`src/hw/ebac_pkg.sv`:
```
// Shared constants, types and helpers of the external bank access controller
package ebac_pkg;
	// Register offsets on the plain register port
	localparam logic [7:0] OFS_BUS_WIDTH = 8'h00;
	localparam logic [7:0] OFS_SRAM_WAIT = 8'h04;
	localparam logic [7:0] OFS_WAIT_EN = 8'h08;
	localparam logic [7:0] OFS_BYTE_METHOD = 8'h0C;
	localparam logic [7:0] OFS_DRAM2 = 8'h10;
	localparam logic [7:0] OFS_DRAM3 = 8'h14;
	localparam logic [7:0] OFS_TRACE = 8'h18;
	// Reset values
	localparam logic [7:0] RST_ZERO = 8'h00;
	// Field positions
	localparam int TRACE_BIT = 0;
	localparam int PW1_LSB = 4;
	localparam int DRAM_METHOD_BIT = 2;
	// Bank 0 region codes on address bits 23:20
	localparam logic [3:0] REG_ROM_A = 4'h0;
	localparam logic [3:0] REG_ROM_B = 4'h1;
	localparam logic [3:0] REG_RAM_A = 4'h2;
	localparam logic [3:0] REG_RAM_B = 4'h3;
	localparam logic [3:0] REG_CORE_A = 4'h4;
	localparam logic [3:0] REG_CORE_B = 4'h5;
	localparam logic [3:0] REG_PERIPH = 4'h6;
	localparam logic [3:0] REG_RSVD = 4'h7;
	// Bank codes on address bits 25:24
	localparam logic [1:0] BANK_SRAM0 = 2'h0;
	localparam logic [1:0] BANK_SRAM1 = 2'h1;
	localparam logic [1:0] BANK_DRAM2 = 2'h2;
	// Base cycle counts of an SRAM bank beat, minus one
	localparam logic [3:0] SRAM_RD_BASE = 4'h0;
	localparam logic [3:0] SRAM_WR_BASE = 4'h1;
	// Row shift offset: field value 0..3 means 8..11 bits
	localparam logic [4:0] ROW_SHIFT_MIN = 5'h08;
	// Log2 of bus width in bytes
	localparam logic [1:0] W8 = 2'h0;
	localparam logic [1:0] W16 = 2'h1;
	localparam logic [1:0] W32 = 2'h2;

	typedef enum logic [3:0] {
		TGT_EXT0 = 4'h0,
		TGT_EXT1 = 4'h1,
		TGT_DRAM2 = 4'h2,
		TGT_DRAM3 = 4'h3,
		TGT_IROM = 4'h4,
		TGT_IRAM = 4'h5,
		TGT_CORE = 4'h6,
		TGT_PERIPH = 4'h7,
		TGT_RSVD = 4'h8
	} ebac_tgt_t;

	typedef enum logic [2:0] {
		S_IDLE = 3'h0,
		S_SRAM = 3'h1,
		S_ROW = 3'h2,
		S_COL = 3'h3,
		S_INT = 3'h4,
		S_DONE = 3'h5
	} ebac_state_t;

	// Core bus request: size 0 byte, 1 half word, 2 word
	typedef struct packed {
		logic valid;
		logic we;
		logic [1:0] size;
		logic [31:0] addr;
		logic [31:0] wdata;
	} ebac_core_req_t;

	// Request towards internal ROM, RAM and register areas
	typedef struct packed {
		logic valid;
		logic we;
		ebac_tgt_t target;
		logic [25:0] addr;
		logic [31:0] wdata;
	} ebac_int_req_t;

	// Number of beats minus one for an access of a size on a bus width
	function automatic logic [1:0] last_beat(logic [1:0] size,
		logic [1:0] wlog);
		logic [1:0] d;
		d = (size > wlog) ? 2'(size - wlog) : 2'h0;
		case (d)
			2'h1: last_beat = 2'h1;
			2'h2: last_beat = 2'h3;
			default: last_beat = 2'h0;
		endcase
	endfunction
endpackage

```
`src/hw/ebac_ctrl.sv`:
```
// Top of the external bank access controller: registers and sequencer
// What this block does
// - Decode only the lower 26 address bits
// - Bank bits 25:24 pick bank and strobes
// - Strap at reset maps low bank 0 ROM
// - Second bank 0 region goes to RAM
// - Third bank 0 region goes to core registers
// - Next megabyte goes to peripheral registers
// - Upper bank 0 and bank 1 are external
// - DRAM banks get row, column strobes, muxed address
// - Per-bank 8/16 width; internal fixed widths
// - Bank 0 width loads from boot strap
// - Split wide accesses into 2 or 4 beats
// - SRAM beat: read one cycle, write two
// - Zero to seven programmable SRAM waits per bank
// - Enabled external wait sampled on clock edges
// - Byte method bit swaps SRAM strobe pins
// - Row phase shifts address by 8 to 11
// - Each DRAM beat takes two cycles
// - Trace bit stalls core, shows core bus
// - SRAM banks get selects, read, write strobes
// - DRAM bit swaps write and column strobes
//
// Added by the designer: the address map and the plain strobed port.
module ebac_ctrl import ebac_pkg::*; (
	// Clock and reset
	input wire logic clk,
	input wire logic rst,
	// Straps
	input wire logic ext_rom_select_n,
	input wire logic boot_width_pin,
	// Register port
	input wire logic [7:0] reg_addr,
	input wire logic [7:0] reg_wdata,
	input wire logic reg_wr,
	input wire logic reg_rd,
	output logic [7:0] reg_rdata,
	// Core bus
	input wire ebac_core_req_t core_req,
	output logic core_busy,
	output logic core_ready,
	output logic [31:0] core_rdata,
	// Internal areas
	output ebac_int_req_t int_req,
	input wire logic int_ack,
	input wire logic [31:0] int_rdata,
	// External bus
	output logic [25:0] external_address,
	output logic [15:0] xd_out,
	output logic xd_oe,
	input wire logic [15:0] xd_in,
	input wire logic external_wait_n,
	// SRAM strobes
	output logic chip_select_bank0_n,
	output logic chip_select_bank1_n,
	output logic read_strobe_n,
	output logic wre_or_wrl_n,
	output logic hb_or_wrh_n,
	output logic lb_or_a0,
	// DRAM strobes
	output logic ras_n,
	output logic cas_or_casl_n,
	output logic we_or_wl_n,
	output logic cash_or_wh_n
);
	logic [7:0] bus_width_register_r;
	logic [7:0] sram_wait_register_r;
	logic [7:0] wait_input_enable_register_r;
	logic [7:0] byte_method_register_r;
	logic [7:0] dram_bank_control_r [2];
	logic [7:0] cycle_trace_control_r;
	logic rom_internal_r;
	ebac_state_t state_r;
	ebac_tgt_t tgt_r;
	ebac_tgt_t dec_tgt;
	logic we_r;
	logic [1:0] size_r;
	logic [25:0] addr_r;
	logic [31:0] wdata_r;
	logic [31:0] rdata_r;
	logic [1:0] wlog_r;
	logic [1:0] beat_r;
	logic [3:0] cyc_r;
	logic first_r;
	logic [15:0] xd_r;
	logic [25:0] beat_addr;
	logic [25:0] mux_addr;
	logic trace_on;
	logic bank1;
	logic dram3;
	logic wait_en;
	logic hold;
	logic beat_end;
	logic last;
	logic method;
	logic dmethod;
	logic hi_en;
	logic lo_en;
	logic [3:0] pw;
	logic [4:0] lane_sh;
	logic [1:0] new_wlog;

	ebac_decode u_decode (
		.addr(core_req.addr[25:0]),
		.rom_internal(rom_internal_r),
		.target(dec_tgt)
	);

	ebac_row_mux u_row_mux (
		.addr(beat_addr),
		.shift_sel(dram_bank_control_r[dram3][1:0]),
		.row_phase(state_r == S_ROW),
		.mux_addr(mux_addr)
	);

	// Bank and access qualifiers of the current beat
	always_comb begin
		trace_on = cycle_trace_control_r[TRACE_BIT];
		bank1 = (tgt_r == TGT_EXT1);
		dram3 = (tgt_r == TGT_DRAM3);
		wait_en = wait_input_enable_register_r[bank1];
		hold = wait_en && !external_wait_n;
		pw = bank1 ? {1'b0, sram_wait_register_r[PW1_LSB +: 3]} :
			{1'b0, sram_wait_register_r[2:0]};
		method = byte_method_register_r[bank1];
		dmethod = dram_bank_control_r[dram3][DRAM_METHOD_BIT];
		lane_sh = 5'({beat_r, 3'h0} << wlog_r);
		beat_addr = addr_r + 26'({beat_r} << wlog_r);
		last = (beat_r == last_beat(size_r, wlog_r));
		hi_en = (wlog_r == W16) && (size_r != W8 || beat_addr[0]);
		lo_en = (wlog_r == W8) || size_r != W8 || !beat_addr[0];
	end

	// Width of the target bus for a fresh request
	always_comb begin
		case (dec_tgt)
			TGT_IROM, TGT_IRAM, TGT_CORE: new_wlog = W32;
			TGT_PERIPH: new_wlog = W16;
			TGT_RSVD: new_wlog = W32;
			default: new_wlog = bus_width_register_r[core_req.addr[25:24]] ?
				W16 : W8;
		endcase
	end

	// End of a beat for each kind of target
	always_comb begin
		case (state_r)
			S_SRAM: beat_end = (cyc_r == 4'h0) && !hold;
			S_COL: beat_end = 1'b1;
			S_INT: beat_end = int_ack;
			default: beat_end = 1'b0;
		endcase
	end

	// Straps are caught while reset is held
	always_ff @(posedge clk) begin
		if (rst) begin
			rom_internal_r <= ext_rom_select_n;
		end
	end

	// Software registers
	always_ff @(posedge clk) begin
		if (rst) begin
			bus_width_register_r <= {7'h00, boot_width_pin};
			sram_wait_register_r <= RST_ZERO;
			wait_input_enable_register_r <= RST_ZERO;
			byte_method_register_r <= RST_ZERO;
			dram_bank_control_r[0] <= RST_ZERO;
			dram_bank_control_r[1] <= RST_ZERO;
			cycle_trace_control_r <= RST_ZERO;
		end else if (reg_wr) begin
			case (reg_addr)
				OFS_BUS_WIDTH: bus_width_register_r <= reg_wdata;
				OFS_SRAM_WAIT: sram_wait_register_r <= reg_wdata;
				OFS_WAIT_EN: wait_input_enable_register_r <= reg_wdata;
				OFS_BYTE_METHOD: byte_method_register_r <= reg_wdata;
				OFS_DRAM2: dram_bank_control_r[0] <= reg_wdata;
				OFS_DRAM3: dram_bank_control_r[1] <= reg_wdata;
				OFS_TRACE: cycle_trace_control_r <= reg_wdata;
				default: ;
			endcase
		end
	end

	// Read data one cycle after the read strobe, zero when unmapped
	always_ff @(posedge clk) begin
		if (rst) begin
			reg_rdata <= RST_ZERO;
		end else if (reg_rd) begin
			case (reg_addr)
				OFS_BUS_WIDTH: reg_rdata <= bus_width_register_r;
				OFS_SRAM_WAIT: reg_rdata <= sram_wait_register_r;
				OFS_WAIT_EN: reg_rdata <= wait_input_enable_register_r;
				OFS_BYTE_METHOD: reg_rdata <= byte_method_register_r;
				OFS_DRAM2: reg_rdata <= dram_bank_control_r[0];
				OFS_DRAM3: reg_rdata <= dram_bank_control_r[1];
				OFS_TRACE: reg_rdata <= cycle_trace_control_r;
				default: reg_rdata <= RST_ZERO;
			endcase
		end else begin
			reg_rdata <= RST_ZERO;
		end
	end

	// Access sequencer: take, split into beats, finish
	always_ff @(posedge clk) begin
		if (rst) begin
			state_r <= S_IDLE;
			tgt_r <= TGT_EXT0;
			we_r <= 1'b0;
			size_r <= 2'h0;
			addr_r <= 26'h0000000;
			wdata_r <= 32'h00000000;
			wlog_r <= W8;
			beat_r <= 2'h0;
			cyc_r <= 4'h0;
			first_r <= 1'b0;
		end else begin
			case (state_r)
				S_IDLE: begin
					if (core_req.valid && !trace_on) begin
						tgt_r <= dec_tgt;
						we_r <= core_req.we;
						size_r <= core_req.size;
						addr_r <= core_req.addr[25:0];
						wdata_r <= core_req.wdata;
						wlog_r <= new_wlog;
						beat_r <= 2'h0;
						first_r <= 1'b1;
						cyc_r <= (core_req.we ? SRAM_WR_BASE : SRAM_RD_BASE) +
							(core_req.addr[24] ?
							{1'b0, sram_wait_register_r[PW1_LSB +: 3]} :
							{1'b0, sram_wait_register_r[2:0]});
						case (dec_tgt)
							TGT_EXT0, TGT_EXT1: state_r <= S_SRAM;
							TGT_DRAM2, TGT_DRAM3: state_r <= S_ROW;
							TGT_RSVD: state_r <= S_DONE;
							default: state_r <= S_INT;
						endcase
					end
				end
				S_SRAM: begin
					first_r <= 1'b0;
					if (cyc_r != 4'h0) begin
						cyc_r <= cyc_r - 4'h1;
					end
				end
				S_ROW: state_r <= S_COL;
				S_DONE: state_r <= S_IDLE;
				default: ;
			endcase
			if (beat_end) begin
				if (last) begin
					state_r <= S_DONE;
				end else begin
					beat_r <= beat_r + 2'h1;
					first_r <= 1'b1;
					cyc_r <= (we_r ? SRAM_WR_BASE : SRAM_RD_BASE) + pw;
					state_r <= (state_r == S_COL) ? S_ROW : state_r;
				end
			end
		end
	end

	// Read lanes gather into the core word
	always_ff @(posedge clk) begin
		if (rst) begin
			rdata_r <= 32'h00000000;
		end else if (state_r == S_IDLE) begin
			rdata_r <= 32'h00000000;
		end else if (beat_end && !we_r) begin
			case (wlog_r)
				W32: rdata_r <= int_rdata;
				W16: rdata_r[lane_sh +: 16] <= (state_r == S_INT) ?
					int_rdata[15:0] : xd_in;
				default: rdata_r[lane_sh +: 8] <= xd_in[7:0];
			endcase
		end
	end

	// Write lanes, byte copied onto both lanes on 16 bits
	always_ff @(posedge clk) begin
		if (rst) begin
			xd_r <= 16'h0000;
		end else if (trace_on) begin
			xd_r <= core_req.wdata[15:0];
		end else if (wlog_r == W16 && size_r == W8) begin
			xd_r <= {wdata_r[7:0], wdata_r[7:0]};
		end else begin
			xd_r <= 16'(wdata_r >> lane_sh);
		end
	end

	// Core side answers
	always_comb begin
		core_busy = (state_r != S_IDLE) || trace_on;
		core_ready = (state_r == S_DONE);
		core_rdata = rdata_r;
		int_req.valid = (state_r == S_INT);
		int_req.we = we_r;
		int_req.target = tgt_r;
		int_req.addr = beat_addr;
		int_req.wdata = wdata_r;
	end

	// External address and data pins
	always_comb begin
		xd_out = xd_r;
		if (trace_on) begin
			external_address = core_req.addr[25:0];
			xd_oe = 1'b1;
		end else begin
			external_address = mux_addr;
			xd_oe = we_r && (state_r == S_SRAM || state_r == S_COL);
		end
	end

	// SRAM bank strobes
	always_comb begin
		chip_select_bank0_n = !(state_r == S_SRAM && !bank1);
		chip_select_bank1_n = !(state_r == S_SRAM && bank1);
		read_strobe_n = !(state_r == S_SRAM && !we_r);
		wre_or_wrl_n = 1'b1;
		hb_or_wrh_n = 1'b1;
		lb_or_a0 = beat_addr[0];
		if (state_r == S_SRAM) begin
			if (!method) begin
				wre_or_wrl_n = !(we_r && !first_r);
				hb_or_wrh_n = !hi_en;
				lb_or_a0 = !lo_en;
			end else begin
				wre_or_wrl_n = !(we_r && !first_r && lo_en);
				hb_or_wrh_n = !(we_r && !first_r && hi_en);
			end
		end
	end

	// DRAM bank strobes
	always_comb begin
		ras_n = !(state_r == S_ROW || state_r == S_COL);
		cas_or_casl_n = 1'b1;
		we_or_wl_n = 1'b1;
		cash_or_wh_n = 1'b1;
		if (state_r == S_COL) begin
			if (dmethod) begin
				cas_or_casl_n = 1'b0;
				we_or_wl_n = !(we_r && lo_en);
				cash_or_wh_n = !(we_r && hi_en);
			end else begin
				cas_or_casl_n = !lo_en;
				we_or_wl_n = !we_r;
				cash_or_wh_n = !hi_en;
			end
		end
	end

	// Cycles spent in the current SRAM beat, and holds seen in it
	logic [4:0] beat_len_r;
	logic [3:0] holds_r;
	always_ff @(posedge clk) begin
		if (rst || state_r != S_SRAM || beat_end) begin
			beat_len_r <= 5'h01;
			holds_r <= 4'h0;
		end else begin
			beat_len_r <= beat_len_r + 5'h01;
			holds_r <= holds_r + 4'(cyc_r == 4'h0 && hold);
		end
	end
endmodule // ebac_ctrl

```
`src/hw/ebac_decode.sv`:
```
// Bank and bank 0 region decoder
module ebac_decode import ebac_pkg::*; (
	// Address and strap
	input wire logic [25:0] addr,
	input wire logic rom_internal,
	// Result
	output ebac_tgt_t target
);
	// Bank bits choose the bank, bank 0 splits further by region
	always_comb begin
		target = TGT_EXT0;
		case (addr[25:24])
			BANK_SRAM0: begin
				case (addr[23:20])
					REG_ROM_A, REG_ROM_B: target = rom_internal ?
						TGT_IROM : TGT_EXT0;
					REG_RAM_A, REG_RAM_B: target = TGT_IRAM;
					REG_CORE_A, REG_CORE_B: target = TGT_CORE;
					REG_PERIPH: target = TGT_PERIPH;
					REG_RSVD: target = TGT_RSVD;
					default: target = TGT_EXT0;
				endcase
			end
			BANK_SRAM1: target = TGT_EXT1;
			BANK_DRAM2: target = TGT_DRAM2;
			default: target = TGT_DRAM3;
		endcase
	end
endmodule // ebac_decode

```
`src/hw/ebac_row_mux.sv`:
```
// Row and column address multiplexer for the DRAM banks
module ebac_row_mux import ebac_pkg::*; (
	// Inputs
	input wire logic [25:0] addr,
	input wire logic [1:0] shift_sel,
	input wire logic row_phase,
	// Multiplexed address
	output logic [25:0] mux_addr
);
	logic [4:0] amount;

	// Row phase puts address bit shift+k on output k, upper bits zero
	always_comb begin
		amount = ROW_SHIFT_MIN + {3'h0, shift_sel};
		if (row_phase) begin
			mux_addr = {2'h0, addr[23:0] >> amount};
		end else begin
			mux_addr = addr;
		end
	end
endmodule // ebac_row_mux

```
`config.mk`:
```
export PLATFORM = sky130hd
export DESIGN_NAME = ebac_ctrl
export DESIGN_NICKNAME = d
export VERILOG_FILES = /design/src/hw/ebac_pkg.sv /design/src/hw/ebac_ctrl.sv /design/src/hw/ebac_decode.sv /design/src/hw/ebac_row_mux.sv
export SDC_FILE = /design/constraint.sdc
export NUM_CORES = 1
export LEC_CHECK = 0
export BUFFER_PORTS_ARGS = -buffer_cell sky130_fd_sc_hd__clkbuf_2
export CAP_MARGIN = 20
export CORE_UTILIZATION = 54
export DETAILED_ROUTE_END_ITERATION = 6
export PLACE_DENSITY = 0.81
export SLEW_MARGIN = 10
export SYNTH_ARGS = -nofsm -noshare
export SYNTH_HDL_FRONTEND = slang
export SYNTH_SLANG_ARGS = --single-unit
export TNS_END_PERCENT = 10
```
`constraint.sdc`:
```
create_clock -name clk -period 4.5 [get_ports clk]
set_input_delay 0.225 -clock clk [delete_from_list [all_inputs] [get_ports clk]]
set_output_delay 0.225 -clock clk [all_outputs]
set_load 0.005 [all_outputs]
```
==> results of run 1 <==
-- per-stage QoR --
stage	power, mW	instance area, sq um	worst slack [ps]	util, %	std cells
floorplan	3.93	11400	832	-	1471
detailed placement	4.80	12900	802	63.0	1942
global route	6.68	13500	97.7	66.0	1977
global placement	4.74	12900	918	63.0	1942
CTS	6.27	13500	355	65.9	1976
finish	6.31	13500	330	66.0	1978
-- critical path, delay by kind of cell, from the launching register on --
family,cells,cell delay [ps]
AO/OA/AOI/OAI,3,760
multiplexers,2,500
buffers and inverters,2,180
AND/OR/NAND/NOR,2,540
XOR/XNOR,1,480
flip-flops,1,450
adder cells (fa/ha/maj),2,600
-- worst min-delay path by stage --
stage | start | endpoint | cells past startpoint
global placement | ext_rom_select_n | rom_internal_r | 1
global route | core_req[30] | wdata_r[30] | 3
detailed placement | ext_rom_select_n | rom_internal_r | 1
finish | core_req[18] | wdata_r[18] | 3
CTS | core_req[24] | wdata_r[24] | 3
floorplan | ext_rom_select_n | rom_internal_r | 0
-- final cells by class --
cell class              count  share of cell area [%]
multi-input cells        1135                    50.7
inverters                  38                    1.05
repair buffers            312                    12.0
clock inverters            14                    1.09
clock buffers              18                    3.17
diodes                      1                  0.0185
well taps                 270                    2.50
flip-flops and latches    190                    29.5
-- cell usage in the layout (no fill, tap or decap), types with 15 or more instances in the layout --
cell type  instances
clkbuf_2         291
nand2_1          290
dfxtp_1          171
a21oi_1          151
nor2_1           122
mux2i_1           60
nand3_1           54
o21ai_0           54
inv_1             36
a22oi_1           24
a211oi_1          24
o221ai_1          22
ha_1              21
nor2b_1           19
nor3_1            18
edfxtp_1          18
buf_4             18
clkbuf_16         17
a222oi_1          16
and2_1            15
xnor2_1           15
-- power breakdown --
part	internal [mW]	switching [mW]
Clock	0.742	0.745
Sequential	1.93	0.273
Combinational	0.995	1.63
Total	3.66	2.65
-- per-layer routing --
| layer | global-route usage (%) | up-vias |
|---|---|---|
| met5 | 0 | - |
| met4 | 12.2 | 0 |
| met3 | 6.02 | 81 |
| met2 | 52.6 | 675 |
| met1 | 44.7 | 5697 |
| li1 | - | 5756 |
-- cells by family after synthesis --
family | count (synthesis) | synth area share (%)
muxes | 75 | 6.94
adders and majority gates | 23 | 2.65
xor gates and xnor gates | 27 | 2.14
buffers and inverters | 146 | 5.16
and+or+nand+nor | 591 | 23.2
DFF | 190 | 34.9
AOI/OAI and AO/OA | 419 | 25.0
==> impl_metrics.ini, run 1 <==
[outcome]
status = completed

[critical_path]
endpoint_kind = output pin
cp_max_fo = 7
crit_required_ps = 4280
endpoint = external_address[11]
cp-startpoint = beat_r[0]
r2r_slack_ps = 1130
cp_cell_sequence = nor3b_2, ha_1, inv_1, fa_1, and2b_1, o2111ai_4, a2111oi_4, xor2_1, mux2i_1, mux2_2, o21ai_1, clkbuf_2
cp-start-kind = register
worstPathArrival_ps = 3950
path_class = register to output pin
slowest_stage = xor2_1
rr_worst_depth = 12
slowest_delay_ps = 480
reg2reg_from = beat_r[0]

[die]
die_area_sq_um = 21700
core_area_sq_um = 20500
io_pins = 299
fp.dieH_microns = 147
start_util_pct = 55.7
rows = 52
die_width_microns = 147

[clocking]
clockBufferDepth = 2
cts_resized = 0
numCtsBuffers = 17
post_cts_buffers = 0
cts.sinks = 190
cts-root-buf = clkbuf_16
cts_tree = built
htree_levels = 4
clk_transition_reported_paths_ps = 80
clkLatencyLatePin_ps = 440
cts_hold_buf = 2

[detailed_routing]
vias = 12200
wl_met2_mm = 17.0
routedWlPerCell_microns = 18.6
routed_wl_mm = 36.8
drt-initial-drc-count = 1066
first_pass_iters = 6
wl_met3_mm = 3.50
drt-met1-wl_mm = 15.3
route.detailed.drc = 0
highest_layer = met4
antenna_left = 0
viasPerCell = 6.17

[sta]
worstMarginPinSlew_ps = 1080
hold_violations = 0
relSlewSlack_pct = 27.2
skew_ps = 18.9
fmax_ghz = 0.240
setup_violations = 0
rsz0062_at_grt = no
maxSlewViolCount = 0
tns_ps = 0
period_share_pct = 92.7
period_needed_ps = 4170
hold_ws_ps = 11.1

[place]
globalplace.congestion = 0.954
place.port_buffers = 292
dp_hpwl_mm = 26.6

[logic_synthesis]
ys.warnings.count = 0
ys_seq_area_share_pct = 34.9
async_flop_share_pct = 0
avgSynthCellArea_sq_um = 7.76
syn_nets = 1634
synth_cells = 1471
synth_ff_type = dfxtp_1
ys_seq_elements = 190
synth_area_sq_um = 11400
ys_types = 89
yosys-top-cells-count = nand2_1 (291), dfxtp_1 (172), a21oi_1 (151), nor2_1 (122), clkbuf_1 (80)
synth_top_area_cell = dfxtp_1
synth_edf_count = 18
synth.most_common_cell = nand2_1
synth.area.top_cells = dfxtp_1 (30%), nand2_1 (9.6%), a21oi_1 (6.6%), mux2i_1 (5.3%), edfxtp_1 (4.7%)
synth_top_area_share_pct = 30.2

[global_routing]
antenna_found_initial = 1
overflow = 0
grt_pass1_vias = 11200
grt_pass1_wl_mm = 58.1
grt.total_usage_pct = 33.1
grt_start_max_net_pins = 80

[power_and_ir_drop]
power_density_nw_per_um2 = 467
vdd_drop_max_mv = 0.329
p_leak_nw = 5.52

[min_path]
hold_class = input pin to register

[final_layout]
nNetsFinal = 1857
seq_area_sq_um = 3990
syn2layout_area_growth_pct = 18.5
multi_input_area_sq_um = 6860
fillerInstances = 1816
drive_gt1_share_pct = 22.6

[flow_run]
maxCapViolations = 0
No activity file was read; power rests on OpenSTA's default activity.
==> inputs of run 2 (changes only) <==
==> constraint.sdc (replaced) <==
create_clock -name clk -period 4.66 [get_ports clk]
set_input_delay 0.233 -clock clk [delete_from_list [all_inputs] [get_ports clk]]
set_output_delay 0.233 -clock clk [all_outputs]
set_load 0.005 [all_outputs]
==> impl_metrics.ini, run 2 (synthesized netlist as in run 1, its figures left out) <==
[detailed_routing]
viasPerCell = 6.17
vias = 12200
routedWlPerCell_microns = 18.4
routed_wl_mm = 36.3
first_pass_iters = 7
drt-initial-drc-count = 1206
route.detailed.drc = 0
antenna_left = 0

[min_path]
holdCritStartpoint = core_req[31]
hold_class = input pin to register

[global_routing]
overflow = 0
grt.total_usage_pct = 32.8
grt_pass1_vias = 11100
antenna_found_initial = 0
grt_start_max_net_pins = 79
grt_pass1_wl_mm = 57.4

[power_and_ir_drop]
p_sw_mw = 2.54
power_density_nw_per_um2 = 454
p_seq_share_pct = 34.6
p_leak_nw = 5.53
internal_power_mw = 3.61
clkPwrFrac_pct = 24.3
p_sw_share_pct = 41.2
combPwrFrac_pct = 41.1
vdd_drop_max_mv = 0.272

[critical_path]
cp-startpoint = beat_r[0]
cp_cell_sequence = nor3b_2, ha_1, inv_1, fa_1, and2b_1, o2111ai_4, a2111oi_4, xor2_1, mux2i_1, mux2_2, o21ai_1, clkbuf_2
endpoint_kind = output pin
crit_required_ps = 4430
worstPathArrival_ps = 3830
cp_max_fo = 7
reg2reg_from = wlog_r[0]
slowest_delay_ps = 440
path_class = register to output pin
cp-start-kind = register
slowest_stage = dfxtp_1

[outcome]
status = completed

[clocking]
cts-root-buf = clkbuf_16
numCtsBuffers = 17
clkLatencyLatePin_ps = 440
htree_levels = 4
clk_transition_reported_paths_ps = 70
clockBufferDepth = 2
cts.sinks = 190
cts_tree = built
cts_resized = 0

[die]
start_util_pct = 55.7
core_area_sq_um = 20500
io_pins = 299
rows = 52
fp.dieH_microns = 147
die_area_sq_um = 21700
die_width_microns = 147

[final_layout]
syn2layout_area_growth_pct = 18.7
drive_gt1_share_pct = 22.9
antennaDiodeCount = 0
design_area_sq_um = 13500
nNetsFinal = 1856
most-common-layout-cells = clkbuf_2 (291), nand2_1 (290), dfxtp_1 (171)
mostFrequentLayoutCell = clkbuf_2
instances_no_fill = 1976

[sta]
skew_ps = 12.7
worstMarginPinSlew_ps = 1060
period_share_pct = 87.2
fmax_ghz = 0.246
tns_ps = 0
rsz0062_at_grt = no
setup_violations = 0
maxSlewViolCount = 0
hold_violations = 0
relSlewSlack_pct = 28.7
period_needed_ps = 4060

[place]
dp_hpwl_mm = 26.5
dp.cells = 1943
globalplace.congestion = 0.941
dpl_cell_area_sq_um = 12900
place.port_buffers = 292

[flow_run]
maxCapViolations = 0
==> run 2: per-stage QoR <==
| step | setup slack [ps] | hold slack, ps | power (mW) | utilization (%) |
|---|---|---|---|---|
| floorplan | 984 | 332 | 3.80 | - |
| global placement | 1120 | 411 | 4.58 | 63.1 |
| detailed placement | 1090 | 412 | 4.63 | 63.1 |
| CTS | 609 | 0.130 | 6.12 | 66.1 |
| global route | 365 | 9.38 | 6.51 | 66.1 |
| finish | 595 | 8.60 | 6.15 | 66.1 |
==> run 2: final cells by class <==
| class | instances | area, sq um |
|---|---|---|
| fill | 1794 | 6950 |
| sequential | 190 | 3990 |
| clock inverter | 13 | 150 |
| multi-input combinational | 1135 | 6870 |
| timing repair buffer | 311 | 1610 |
| clock buffer | 19 | 453 |
| inverter | 38 | 143 |
| tap | 270 | 338 |
==> run 2: per-layer routing <==
layer  routed length, microns  GRT usage [%]  share of wire [%]  vias up
met5                        0              0                  0        -
met4                     1210           14.6                3.3        0
met3                     3190           5.80                8.8       89
met2                    16400           50.0                 45      634
met1                    15500           45.2                 43     5725
li1                         -              -                  -     5751
==> run 2: power groups by stage <==
stage	clock (mW)	combinational [mW]	sequential [mW]
3_3_place_gp	0	2.44	2.15
6_report	1.50	2.53	2.13
2_1_floorplan	0	1.74	2.05
5_1_grt	1.57	2.78	2.16
3_5_place_dp	0	2.47	2.16
4_1_cts	1.51	2.49	2.12
==> run 2: critical path, delay by kind of cell, from the launching register on <==
kind	cells	cell delay, ps
fa+ha+maj	2	610
xor+xnor	1	410
flops	1	440
simple gates	2	500
buf+inv	2	190
mux	2	480
compound gates	3	770
==> run 2: final timing paths <==
check,endpoint,slack [ps],cells past startpoint
worst max register to register,register,1270,11
worst min-delay path,wdata_r[31],9,3
worst min register to register,sram_wait_register_r[7],460,2
worst max-delay path,external_address[11],600,12
==> run 2: what timing repair did <==
item	in CTS	in global routing
buffers inserted	0	0
hold buffers	1	0
endpoints found under the hold margin	1	0
